`src/clk_gen_pkg.sv`:
```
// Shared constants, field layouts and types of the clock generation control block
package clk_gen_pkg;

  //////////////////////////////////////////////////////////////////////////////
  // Indirect register indices
  localparam logic [4:0] IDX_LINE_TOTAL_TRIM    = 5'h09;
  localparam logic [4:0] IDX_SHARED_DIVIDERS    = 5'h0a;
  localparam logic [4:0] IDX_AUX_PLL_MACRO      = 5'h0b;
  localparam logic [4:0] IDX_DELAY_LOOP         = 5'h0c;
  localparam logic [4:0] IDX_AUX_CLOCK_FAMILY   = 5'h0d;
  localparam logic [4:0] IDX_ENGINE_PLL_MACRO   = 5'h0e;
  localparam logic [4:0] IDX_ENGINE_CLOCK       = 5'h0f;
  localparam logic [4:0] IDX_PORT_PLL           = 5'h10;
  localparam logic [4:0] IDX_CAPTURE_CLOCK      = 5'h12;
  localparam logic [4:0] IDX_PLL_TEST           = 5'h13;

  //////////////////////////////////////////////////////////////////////////////
  // Reset values
  localparam logic [31:0] RST_ZERO              = 32'h0000_0000;
  localparam logic [31:0] RST_PLL_MACRO         = 32'h0000_cc03;
  localparam logic [31:0] RST_ENGINE_PLL_MACRO  = 32'h0000_cc03;
  localparam logic [31:0] RST_DELAY_LOOP        = 32'h000b_000b;
  localparam logic [31:0] RST_PORT_PLL          = 32'h0a77_0000;
  localparam logic [31:0] RST_CAPTURE_CLOCK     = 32'h0000_0404;
  localparam logic [31:0] RST_PLL_TEST          = 32'h0000_0200;

  // Writable bits; reserved bits stay zero
  localparam logic [31:0] MSK_LINE_TOTAL_TRIM   = 32'h1107_0f0f;
  localparam logic [31:0] MSK_SHARED_DIVIDERS   = 32'h00ff_ffff;
  localparam logic [31:0] MSK_PLL_MACRO         = 32'h0000_ff03;
  localparam logic [31:0] MSK_DELAY_LOOP        = 32'h77ff_77ff;
  localparam logic [31:0] MSK_AUX_CLOCK_FAMILY  = 32'h0000_ff77;
  localparam logic [31:0] MSK_ENGINE_CLOCK      = 32'h0007_0007;
  localparam logic [31:0] MSK_PORT_PLL          = 32'h0f77_0303;
  localparam logic [31:0] MSK_CAPTURE_CLOCK     = 32'h0000_0707;
  localparam logic [31:0] MSK_PLL_TEST          = 32'hff0f_0300;

  //////////////////////////////////////////////////////////////////////////////
  // Field positions
  localparam int POS_PIXEL_SLIP   = 0;
  localparam int POS_PHASE_SLIP   = 16;
  localparam int POS_SYNC_EDGE    = 24;
  localparam int POS_LEGACY_EN    = 28;
  localparam int POS_REF_DIV      = 0;
  localparam int POS_AUX_FB_DIV   = 8;
  localparam int POS_ENG_FB_DIV   = 16;
  localparam int POS_FORCE_2D     = 16;
  localparam int POS_CAPTURE_B    = 8;
  localparam int POS_INDEX_WR_EN  = 7;
  localparam int POS_DIV_SEL      = 8;

  localparam logic [7:0] MIN_DIVIDER      = 8'h02;
  localparam logic [2:0] PIXEL_SLIP_MAX   = 3'h7;
  localparam logic [2:0] CAPTURE_GROUND   = 3'h4;
  localparam logic [1:0] BAND_80_110      = 2'h2;

  //////////////////////////////////////////////////////////////////////////////
  // Carriers
  typedef struct packed {
    logic [2:0] aux_clock_source;
    logic [2:0] second_clock_source;
    logic [2:0] host_clk_pin_a_source;
    logic [2:0] host_clk_pin_b_source;
    logic [2:0] engine_clock_source;
    logic [2:0] capture_clk_a_source;
    logic [2:0] capture_clk_b_source;
  } clk_select_t;

  typedef struct packed {
    logic       sleep;
    logic       reset;
    logic [1:0] freq_band;
    logic [1:0] ref_select;
    logic [1:0] feedback_select;
  } dll_ctl_t;

  typedef struct packed {
    logic [7:0] shared_ref_divider;
    logic [7:0] aux_pll_feedback_divider;
    logic [7:0] engine_pll_feedback_divider;
  } pll_div_t;

  function automatic logic [31:0] reg_mask(input logic [4:0] idx);
    unique case (idx)
      IDX_LINE_TOTAL_TRIM:  reg_mask = MSK_LINE_TOTAL_TRIM;
      IDX_SHARED_DIVIDERS:  reg_mask = MSK_SHARED_DIVIDERS;
      IDX_AUX_PLL_MACRO,
      IDX_ENGINE_PLL_MACRO: reg_mask = MSK_PLL_MACRO;
      IDX_DELAY_LOOP:       reg_mask = MSK_DELAY_LOOP;
      IDX_AUX_CLOCK_FAMILY: reg_mask = MSK_AUX_CLOCK_FAMILY;
      IDX_ENGINE_CLOCK:     reg_mask = MSK_ENGINE_CLOCK;
      IDX_PORT_PLL:         reg_mask = MSK_PORT_PLL;
      IDX_CAPTURE_CLOCK:    reg_mask = MSK_CAPTURE_CLOCK;
      IDX_PLL_TEST:         reg_mask = MSK_PLL_TEST;
      default:              reg_mask = RST_ZERO;
    endcase
  endfunction : reg_mask

  function automatic logic [31:0] reg_reset(input logic [4:0] idx);
    unique case (idx)
      IDX_AUX_PLL_MACRO:    reg_reset = RST_PLL_MACRO;
      IDX_ENGINE_PLL_MACRO: reg_reset = RST_ENGINE_PLL_MACRO;
      IDX_DELAY_LOOP:       reg_reset = RST_DELAY_LOOP;
      IDX_PORT_PLL:         reg_reset = RST_PORT_PLL;
      IDX_CAPTURE_CLOCK:    reg_reset = RST_CAPTURE_CLOCK;
      IDX_PLL_TEST:         reg_reset = RST_PLL_TEST;
      default:              reg_reset = RST_ZERO;
    endcase
  endfunction : reg_reset

endpackage : clk_gen_pkg

```
`src/clock_gate_ctrl.sv`:
```
// Dynamic clock gating enables with software force-on overrides
`timescale 1ns/1ns
`default_nettype none
module clock_gate_ctrl #(
  parameter int N = 3
) (
  input  wire logic         core_clk,
  input  wire logic         rst,
  input  wire logic         ce,
  input  wire logic [N-1:0] force_on,
  input  wire logic [N-1:0] activity,
  output var  logic [N-1:0] clock_run
);
  import clk_gen_pkg::*;

  always_ff @(posedge core_clk) begin
    if (rst) begin
      clock_run <= '0;
    end else if (ce) begin
      clock_run <= force_on | activity;
    end
  end

  chk_force_runs: assert property (@(posedge core_clk) disable iff (rst)
    ce |=> (clock_run & $past(force_on)) == $past(force_on))
    else $error("forced clock not running");
  chk_idle_gated: assert property (@(posedge core_clk) disable iff (rst)
    ce |=> (clock_run & ~$past(force_on) & ~$past(activity)) == '0)
    else $error("idle clock not gated");

endmodule : clock_gate_ctrl
`default_nettype wire

```
`src/clock_generation_control.sv`:
```
// Clock generation control: indirect register file, slip timing and clock tree settings
`timescale 1ns/1ns
`default_nettype none
module clock_generation_control (
  input  wire logic                     core_clk,
  input  wire logic                     rst,
  input  wire logic                     ce,
  // Host access to the index and data registers
  input  wire logic                     reg_wr,
  input  wire logic                     reg_rd,
  input  wire logic                     reg_sel_data,
  input  wire logic [3:0]               reg_be,
  input  wire logic [31:0]              reg_wdata,
  output var  logic [31:0]              reg_rdata,
  output var  logic                     reg_rvalid,
  // Display timing
  input  wire logic                     hsync,
  input  wire logic                     extended_display_enable,
  input  wire logic                     sequencer_half_pixel_clock,
  output var  logic [3:0]               line_extra_pixels,
  output logic                          phase_slip_pulse,
  // Clock tree settings
  output var  clk_gen_pkg::pll_div_t    pll_div,
  output var  logic                     aux_pll_run,
  output var  logic                     engine_pll_run,
  output var  clk_gen_pkg::dll_ctl_t    dll_a,
  output var  clk_gen_pkg::dll_ctl_t    dll_b,
  output var  clk_gen_pkg::clk_select_t clk_select,
  input  wire logic [2:0]               engine_activity,
  output logic [2:0]                    engine_clock_run
);
  import clk_gen_pkg::*;

  function automatic logic div_ok(input logic [7:0] d);
    div_ok = (d >= MIN_DIVIDER);
  endfunction : div_ok

  function automatic logic [31:0] byte_merge(input logic [31:0] old_v, input logic [31:0] new_v,
                                             input logic [3:0] be, input logic [31:0] msk);
    logic [31:0] lanes;
    lanes = {{8{be[3]}}, {8{be[2]}}, {8{be[1]}}, {8{be[0]}}} & msk;
    byte_merge = (old_v & ~lanes) | (new_v & lanes);
  endfunction : byte_merge

  //////////////////////////////////////////////////////////////////////////////
  // Index register and indirect register file
  logic [4:0]  index_addr;
  logic        index_wr_en;
  logic [1:0]  div_sel;
  logic [31:0] pll_regs [0:31];
  logic [31:0] index_word;
  logic        data_write;

  assign index_word = {22'h0, div_sel, index_wr_en, 2'h0, index_addr};
  assign data_write = ce && reg_wr && reg_sel_data && index_wr_en;

  always_ff @(posedge core_clk) begin
    if (rst) begin
      index_addr  <= 5'h00;
      index_wr_en <= 1'b0;
      div_sel     <= 2'h0;
    end else if (ce && reg_wr && !reg_sel_data) begin
      if (reg_be[0]) begin
        index_addr  <= reg_wdata[4:0];
        index_wr_en <= reg_wdata[POS_INDEX_WR_EN];
      end
      if (reg_be[1]) begin
        div_sel <= reg_wdata[POS_DIV_SEL +: 2];
      end
    end
  end

  always_ff @(posedge core_clk) begin
    if (rst) begin
      for (int i = 0; i < 32; i++) begin
        pll_regs[i] <= reg_reset(5'(i));
      end
    end else if (data_write) begin
      pll_regs[index_addr] <= byte_merge(pll_regs[index_addr], reg_wdata, reg_be,
                                         reg_mask(index_addr));
    end
  end

  always_ff @(posedge core_clk) begin
    if (rst) begin
      reg_rdata  <= 32'h0000_0000;
      reg_rvalid <= 1'b0;
    end else if (ce) begin
      reg_rvalid <= reg_rd;
      if (reg_rd) begin
        reg_rdata <= reg_sel_data ? pll_regs[index_addr] : index_word;
      end
    end
  end

  //////////////////////////////////////////////////////////////////////////////
  // Horizontal total trim
  logic [31:0] trim;
  logic        legacy_mode;
  logic        slip_allowed;
  logic [2:0]  pixel_slip_count;
  logic [3:0]  next_line_extra_pixels;

  assign trim             = pll_regs[IDX_LINE_TOTAL_TRIM];
  assign legacy_mode      = !extended_display_enable;
  assign slip_allowed     = !legacy_mode || trim[POS_LEGACY_EN];
  // Field values above seven are held at seven
  assign pixel_slip_count = trim[POS_PIXEL_SLIP + 3] ? PIXEL_SLIP_MAX : trim[POS_PIXEL_SLIP +: 3];
  // The clock slip field at bits 11:8 is stored but steers nothing
  assign next_line_extra_pixels = (legacy_mode && sequencer_half_pixel_clock)
                                ? {pixel_slip_count, 1'b0}
                                : {1'b0, pixel_slip_count};

  always_ff @(posedge core_clk) begin
    if (rst) begin
      line_extra_pixels <= 4'h0;
    end else if (ce) begin
      line_extra_pixels <= next_line_extra_pixels;
    end
  end

  phase_slip_seq u_phase_slip (
    .core_clk         (core_clk),
    .rst              (rst),
    .ce               (ce),
    .hsync            (hsync),
    .slip_sync_edge   (trim[POS_SYNC_EDGE]),
    .slip_allowed     (slip_allowed),
    .phase_slip_count (trim[POS_PHASE_SLIP +: 3]),
    .slip_pulse       (phase_slip_pulse)
  );

  //////////////////////////////////////////////////////////////////////////////
  // PLL dividers
  logic [31:0] divs;
  assign divs    = pll_regs[IDX_SHARED_DIVIDERS];
  assign pll_div = {divs[POS_REF_DIV +: 8], divs[POS_AUX_FB_DIV +: 8], divs[POS_ENG_FB_DIV +: 8]};

  always_ff @(posedge core_clk) begin
    if (rst) begin
      aux_pll_run    <= 1'b0;
      engine_pll_run <= 1'b0;
    end else if (ce) begin
      aux_pll_run    <= div_ok(pll_div.shared_ref_divider) && div_ok(pll_div.aux_pll_feedback_divider);
      engine_pll_run <= div_ok(pll_div.shared_ref_divider) && div_ok(pll_div.engine_pll_feedback_divider);
    end
  end

  //////////////////////////////////////////////////////////////////////////////
  // DLL and clock source selects, taken straight from the register flops
  logic [31:0] dll_w;
  logic [31:0] fam_w;
  logic [31:0] cap_w;
  logic [31:0] eng_w;
  assign dll_w = pll_regs[IDX_DELAY_LOOP];
  assign fam_w = pll_regs[IDX_AUX_CLOCK_FAMILY];
  assign cap_w = pll_regs[IDX_CAPTURE_CLOCK];
  assign eng_w = pll_regs[IDX_ENGINE_CLOCK];

  // Register order is sleep, reset, band, reference, feedback from bit 0 upward
  assign dll_a = {dll_w[0], dll_w[1], dll_w[3:2], dll_w[5:4], dll_w[7:6]};
  assign dll_b = {dll_w[16], dll_w[17], dll_w[19:18], dll_w[21:20], dll_w[23:22]};

  assign clk_select.aux_clock_source      = fam_w[2:0];
  assign clk_select.second_clock_source   = fam_w[6:4];
  assign clk_select.host_clk_pin_a_source = fam_w[10:8];
  assign clk_select.host_clk_pin_b_source = fam_w[14:12];
  // Source switching safety is left to software
  assign clk_select.engine_clock_source   = eng_w[2:0];
  assign clk_select.capture_clk_a_source  = cap_w[2:0];
  assign clk_select.capture_clk_b_source  = cap_w[POS_CAPTURE_B +: 3];

  clock_gate_ctrl #(
    .N (3)
  ) u_gate (
    .core_clk  (core_clk),
    .rst       (rst),
    .ce        (ce),
    .force_on  (eng_w[POS_FORCE_2D +: 3]),
    .activity  (engine_activity),
    .clock_run (engine_clock_run)
  );

  //////////////////////////////////////////////////////////////////////////////
  // Checks
  chk_pixel_slip_plain: assert property (@(posedge core_clk) disable iff (rst)
    ce && !(legacy_mode && sequencer_half_pixel_clock) && !trim[3]
      |=> line_extra_pixels == {1'b0, $past(trim[2:0])})
    else $error("pixel slip not applied");
  chk_pixel_slip_half: assert property (@(posedge core_clk) disable iff (rst)
    ce && legacy_mode && sequencer_half_pixel_clock && !trim[3]
      |=> line_extra_pixels == {$past(trim[2:0]), 1'b0})
    else $error("pixel slip not doubled in halved mode");
  chk_legacy_block: assert property (@(posedge core_clk) disable iff (rst)
    ce && !extended_display_enable && !trim[POS_LEGACY_EN] |=> !phase_slip_pulse)
    else $error("phase slip in legacy mode while disabled");
  chk_divider_halt: assert property (@(posedge core_clk) disable iff (rst)
    ce && pll_div.shared_ref_divider < MIN_DIVIDER |=> !aux_pll_run && !engine_pll_run)
    else $error("PLL runs with reference divider below two");
  chk_feedback_run: assert property (@(posedge core_clk) disable iff (rst)
    ce |=> engine_pll_run == ($past(pll_div.shared_ref_divider) >= MIN_DIVIDER
                              && $past(pll_div.engine_pll_feedback_divider) >= MIN_DIVIDER))
    else $error("engine PLL run state wrong");
  chk_dll_defaults: assert property (@(posedge core_clk)
    $past(rst) && !rst |-> dll_a.sleep && dll_a.reset && dll_b.sleep && dll_b.reset
      && dll_a.freq_band == BAND_80_110 && dll_b.freq_band == BAND_80_110)
    else $error("DLL defaults wrong after reset");
  chk_capture_ground: assert property (@(posedge core_clk)
    $past(rst) && !rst |-> clk_select.capture_clk_a_source == CAPTURE_GROUND
      && clk_select.capture_clk_b_source == CAPTURE_GROUND)
    else $error("capture selects not ground after reset");
  chk_write_guard: assert property (@(posedge core_clk) disable iff (rst)
    ce && reg_wr && reg_sel_data && !index_wr_en && index_addr == IDX_ENGINE_CLOCK
      |=> $stable(eng_w))
    else $error("data write taken without write enable");
  chk_read_back: assert property (@(posedge core_clk) disable iff (rst)
    ce && reg_rd && reg_sel_data |=> reg_rvalid && reg_rdata == $past(pll_regs[index_addr]))
    else $error("data read returned wrong word");

  cov_phase_slip: cover property (@(posedge core_clk) disable iff (rst) phase_slip_pulse);
  cov_half_mode: cover property (@(posedge core_clk) disable iff (rst) line_extra_pixels == 4'he);
  cov_data_write: cover property (@(posedge core_clk) disable iff (rst) data_write && reg_be == 4'hf);
  cov_pll_run: cover property (@(posedge core_clk) disable iff (rst) aux_pll_run && engine_pll_run);

endmodule : clock_generation_control
`default_nettype wire

```
`src/phase_slip_seq.sv`:
```
// Emits phase slip requests after the selected sync edge
`timescale 1ns/1ns
`default_nettype none
module phase_slip_seq (
  input  wire logic       core_clk,
  input  wire logic       rst,
  input  wire logic       ce,
  input  wire logic       hsync,
  input  wire logic       slip_sync_edge,
  input  wire logic       slip_allowed,
  input  wire logic [2:0] phase_slip_count,
  output var  logic       slip_pulse
);
  import clk_gen_pkg::*;

  logic       hsync_last;
  logic [2:0] remaining;
  logic       sync_hit;

  // Rising edge when select is 0, falling edge when 1
  assign sync_hit = slip_sync_edge ? (hsync_last & ~hsync) : (~hsync_last & hsync);

  always_ff @(posedge core_clk) begin
    if (rst) begin
      hsync_last <= 1'b0;
    end else if (ce) begin
      hsync_last <= hsync;
    end
  end

  always_ff @(posedge core_clk) begin
    if (rst) begin
      remaining  <= 3'h0;
      slip_pulse <= 1'b0;
    end else if (ce) begin
      if (!slip_allowed) begin
        remaining  <= 3'h0;
        slip_pulse <= 1'b0;
      end else if (sync_hit) begin
        remaining  <= phase_slip_count;
        slip_pulse <= 1'b0;
      end else begin
        slip_pulse <= (remaining != 3'h0);
        remaining  <= (remaining != 3'h0) ? remaining - 3'h1 : 3'h0;
      end
    end
  end

  //////////////////////////////////////////////////////////////////////////////
  chk_slip_load: assert property (@(posedge core_clk) disable iff (rst)
    ce && slip_allowed && sync_hit |=> remaining == $past(phase_slip_count))
    else $error("slip count not loaded on sync edge");
  chk_edge_choice: assert property (@(posedge core_clk) disable iff (rst)
    ce && slip_allowed && !slip_sync_edge && $fell(hsync) && !$past(rst) |=> remaining == 3'h0
      || $past(remaining) != 3'h0)
    else $error("falling edge taken while rising edge selected");
  chk_slip_count: assert property (@(posedge core_clk) disable iff (rst)
    ce && slip_allowed && sync_hit && phase_slip_count == 3'h2 ##1 (ce && slip_allowed && !sync_hit)[*3]
      |-> slip_pulse && $past(slip_pulse) && !$past(slip_pulse, 2))
    else $error("wrong number of phase slips");
  cov_slip_burst: cover property (@(posedge core_clk) disable iff (rst) slip_pulse [*3]);

endmodule : phase_slip_seq
`default_nettype wire
```
`config.mk`:
```
export PLATFORM = sky130hd
export DESIGN_NAME = clock_generation_control
export DESIGN_NICKNAME = d
export VERILOG_FILES = /design/src/clk_gen_pkg.sv /design/src/clock_gate_ctrl.sv /design/src/clock_generation_control.sv /design/src/phase_slip_seq.sv
export SDC_FILE = /design/constraint.sdc
export NUM_CORES = 2
export LEC_CHECK = 0
export BUFFER_PORTS_ARGS = -buffer_cell sky130_fd_sc_hd__buf_2
export CAP_MARGIN = 20
export CORE_MARGIN = 2
export CORE_UTILIZATION = 35
export CTS_BUF_LIST = sky130_fd_sc_hd__clkbuf_4
export DETAILED_ROUTE_END_ITERATION = 10
export PLACE_DENSITY = 0.55
export SLEW_MARGIN = 40
export SYNTH_ARGS = -nofsm -noshare
export SYNTH_HDL_FRONTEND = slang
export SYNTH_SLANG_ARGS = --single-unit
```
`constraint.sdc`:
```
create_clock -name core_clk -period 8.3 [get_ports core_clk]
set_input_delay 0.415 -clock core_clk [delete_from_list [all_inputs] [get_ports core_clk]]
set_output_delay 0.415 -clock core_clk [all_outputs]
set_load 0.01 [all_outputs]
```
; Word level (Yosys, flattened, before mapping)
; Memory sizes are Yosys's and may differ from the RTL's. A register that Yosys moved wholly into a read port is not among the register bits.
; Cells that the tools add are included.
; Widths: inputs -> output; s select.
[op_classes]
addsub = 1
order_cmp = 3
mux = 29
n_bitwise = 10
reduce_logical = 15
[op_table]
columns = op, n
row1 = $mux 32, 10
row2 = $and 32x32->32, 3
row3 = $not 32->32, 1
row4 = $or 32x32->32, 1
row5 = $reduce_or 32->1, 1
row6 = $mux 5, 5
row7 = $ge 8x2->1 const B, 3
row8 = $mux 3, 4
row9 = $mux 1, 9
row10 = $logic_and 1x1->1, 7
row11 = $reduce_and 2->1, 3
row12 = $mux 4, 1
row13 = $or 3x3->3, 1
row14 = $reduce_bool 3->1, 1
row15 = $sub 3x1->3 const B, 1
row16 = $and 1x1->1, 2
row17 = $logic_not 1->1, 2
row18 = $not 1->1, 2
row19 = $logic_or 1x1->1, 1
[totals]
ff_bits = 55
ramBits = 1024
mem_bits_ro = 1024
output_inout_bits = 104
memories = 2
[mem_list]
columns = name, depth, width, rd, rd_ports_with_merged_regs, wr, line_no
row1 = (no name shown), 32, 32, 1, 1, 0, clk_gen_pkg.sv:84  ; unique case (idx)
row2 = pll_regs, 32, 32, 7, 1, 32, clock_generation_control.sv:50  ; logic [31:0] pll_regs [0:31];

; Depth between registers and ports, before layout
[logic_depth]
word_depth = 10
ltp_mapped = 11

; By module
; Synthesis repeated with hierarchy kept, for this count alone.
[unflattened]
hier_cells = 3601
hier_area_um2 = 48305.1
[by_module_without_submodules]
columns = mod, n_inst, cells_per_inst, area_each_um2, seq_area_each_um2
row1 = clock_generation_control, 1, 3559, 47921.0, 32170.9
row2 = phase_slip_seq, 1, 30, 279.0, 100.1
row3 = clock_gate_ctrl, 1, 12, 105.1, 60.1

; Worst setup path before layout
; OpenSTA, ideal clock, no wires.
[synth_timing]
path_kind = in2reg
from = in reg_be[0]
to = reg with a tool-made name
setup_time_ns = 0.116
arrival_ns = 2.545
required_ns = 8.184
path_slack_ns = 5.639
path_stages = 10
path_cell_list = clkbuf_1 -> and4b_1 -> clkbuf_1 -> nand2_1 -> a21oi_1 -> inv_1 -> ha_1 -> clkbuf_1 -> a21oi_1 -> a31o_2
[synth_rtl]
columns = item, line_no
row1 = "start, declared", clock_generation_control.sv:12  ; input wire logic [3:0] reg_be,

==> impl_results.md <==
* Post-CTS setup buffer count at 0
* Per-cell routed wire length at 28.1 µm
* Layout cells sized above 1 at 23.3%
* Pwr Density at 212 mW/mm²
* CTS buffer count at 297
* Die H at 376 µm
* Number of nets in the layout at 3,939
* Syn Area/Cell at 13.4 µm²
* Synth area leader: edfxtp_1
* Clock skew at 0.0647 ns
* Worst vdd ir at 148 µV
* Critical path type: flip-flop to flip-flop
* Hold crit path type: input pin to flip-flop
* Actual slew at the worst max-slew pin at 0.926 ns
* Cts hold-fix bufs at 85
* DRT Pass-1 Iters at 6
* Total gr overflow at 0
* Residual DRC at 0
* Worst-Skew Late Latency at 1.26 ns
* Fin crit share at 58.1%
* Top cells by count, synth: edfxtp_1 (1,024), nor2_1 (868), mux2i_1 (354), clkbuf_1 (181), a22oi_1 (169)
* Die Wd at 376 µm
* Setup TNS at 0 ns
* Worst hold slack at 0.261 ns
* H-tree Lvls at 5
* Post-route antenna net violation count at 0
* Max-cap violations at 0
* Vias in the first global route at 32,000
* Register area share after synthesis at 66.9%
* Starting Density at 35.2%
* Net switching power at 2.84 mW
* EDFF count, synth at 1,024
* Top_reg_cell synth: edfxtp_1
* Crit. End Element: flip-flop
* Critical Path RT at 9.23 ns
* Period minus WS final at 4.82 ns
* CTS tree: done
* Routed vias at 32,600
* Rows at 136
* Fin. Hold Viols at 0
* Finish-stage setup viols at 0
* Quantity of I/O buffers inserted on ports at 151
* Synth warnings at 0
* Slew Limit Fails at 0
* Worst hold start: reg_sel_data
* Fin cells at 5,866
* Sequential Power Share at 53.7%
* Dpl cell area at 0.0509 mm²
* Combinational share of power at 7.0%
* Ports at 152
* Placed instance count at 5,293
* Syn Inst Count at 3,618
* Syn-to-layout area delta at 14.5%
* Overall routing resource usage at 23.0%
* Vias/cell at 5.55
* Initial antenna violation count at 5
* DPL Wire Length at 95,700 µm
* Syn nets at 3,673
* Core box area at 0.137 mm²
* Global-route wire length before repair at 232,000 µm
* Most numerous cell in the Yosys netlist: edfxtp_1
* Synth unique cells at 48
* Switching Share at 24.2%
* Pin count of the biggest net entering global routing at 94
* Final Wtd Congestion at 0.836
* Clock Pin Slew Worst Setup and Hold Paths at 0.06 ns
* Status: completed
* Clock power frac at 39.4%
* FMAX at 207 MHz
* CP Data Arrival Time at 5.75 ns
* CTS sink count at 1,103
* Die area at 0.141 mm²
* Post-Syn Area at 0.0483 mm²
* Clock Tree Buf Depth at 4
* Crit-path max FO at 46
* Quantity of gates resized following cts at 0
* FF+latch count, synth at 1,103
* Slew HR at 38.3%
* Drt initial violations at 3,874
* Largest cells by area after synthesis: edfxtp_1 (64%), mux2i_1 (7.3%), nor2_1 (6.7%)
* RSZ-0062 raised after global routing: false
* Element type at the critical path start: flip-flop
* Async SR Flop Fraction at 0%
* Leak Pwr at 18.8 nW
* Int Pwr at 8.88 mW
* Final Cell Area at 0.0553 mm²
* Final WL at 165,000 µm
* Yosys top cell area share at 63.6%
* CTS root buf: clkbuf_4
## final timing paths
| check | to | slack, ns | depth (start not counted) |
|---|---|---|---|
| setup reg to reg | pll_regs[28][19] | 3.48 | 10 |
| hold reg to reg | reg_rdata[22] | 0.47 | 2 |
| setup / recovery | pll_regs[28][19] | 3.48 | 10 |
| hold / removal | reg_rdata[4] | 0.26 | 6 |
## worst max-delay path, cell delays in order, from the launching register on
cell	delay (ns)
dfxtp_2	0.83
and2_4	0.83
buf_4	0.51
buf_4	0.34
a22oi_1	0.13
a21oi_1	0.20
nor4_2	0.12
mux2i_4	0.16
dlygate4sd3_1	1.08
buf_8	0.25
nor2_1	0.05
## logic make-up after synthesis
kind of cell | count (synthesis) | share of synthesized area [%]
mux | 478 | 13.0
compound gates | 344 | 4.79
fa+ha+maj | 7 | 0.181
flops | 1103 | 66.9
buf+inv | 410 | 4.28
simple gates | 1276 | 10.9
## sequential cells by signal, indices dropped and copies added (netlist names), named ones only
register and flops:
u_phase_slip.remaining 3, u_phase_slip.slip_pulse 1, line_extra_pixels 4, engine_pll_run 1, div_sel 2, reg_rvalid 1, pll_regs 1024, reg_rdata 32
u_phase_slip.hsync_last 1, u_gate.clock_run 3, aux_pll_run 1, index_wr_en 1, index_addr 5
## final cells by class
class | count | area (µm²)
multi-input cells | 2105 | 14400
clock buffers | 438 | 3290
flip-flops and latches | 1103 | 32300
inverters | 8 | 30.0
repair buffers | 369 | 2850
diodes | 8 | 20.0
clock inverters | 41 | 188
well taps | 1794 | 2240
fillers | 12800 | 82000
## stage by stage
stage | setup slack (ns) | total power [mW] | utilization, %
6_report | 3.48 | 11.7 | 40.3
5_1_grt | 3.33 | 12.1 | 40.3
3_5_place_dp | 4.06 | 7.19 | 37.1
4_1_cts | 3.56 | 11.8 | 40.2
3_3_place_gp | 3.82 | 7.15 | 36.8
2_1_floorplan | 5.64 | 6.83 | -
## power by group through the flow
stage | sequential (mW) | clock, mW | combinational, mW
after floorplan | 6.39 | 0 | 0.444
after global placement | 6.41 | 0 | 0.741
after detailed placement | 6.41 | 0 | 0.777
after CTS | 6.29 | 4.69 | 0.808
after global routing | 6.30 | 4.97 | 0.854
final | 6.29 | 4.62 | 0.819
## layer usage
| metal | vias to the layer above | GRT usage, % | share of wire, % |
|---|---|---|---|
| li1 | 13900 | - | - |
| met1 | 16800 | 31.5 | 42 |
| met2 | 1720 | 37.2 | 48 |
| met3 | 226 | 4.82 | 8.7 |
| met4 | 0 | 6.05 | 2.0 |
| met5 | - | 0 | 0 |
## layout by cell type, fill, tap and decap left out, types with 8 or more instances in the layout
cell type and instances:
dlygate4sd3_1 85, buf_2 151, nand2_1 146, clkbuf_4 438, mux2i_4 18, nand2b_2 34, nor3_1 165, clkinv_1 34
nor4_1 17, mux4_2 118, dfxtp_1 75, diode_2 8, o21ai_0 13, edfxtp_1 1024, a21oi_1 108, buf_8 11
nor2b_1 8, mux2i_1 334, buf_6 9, nor2_1 862, a22o_1 17, buf_4 104, a22oi_1 169
Power figures use the tool's default switching activity.
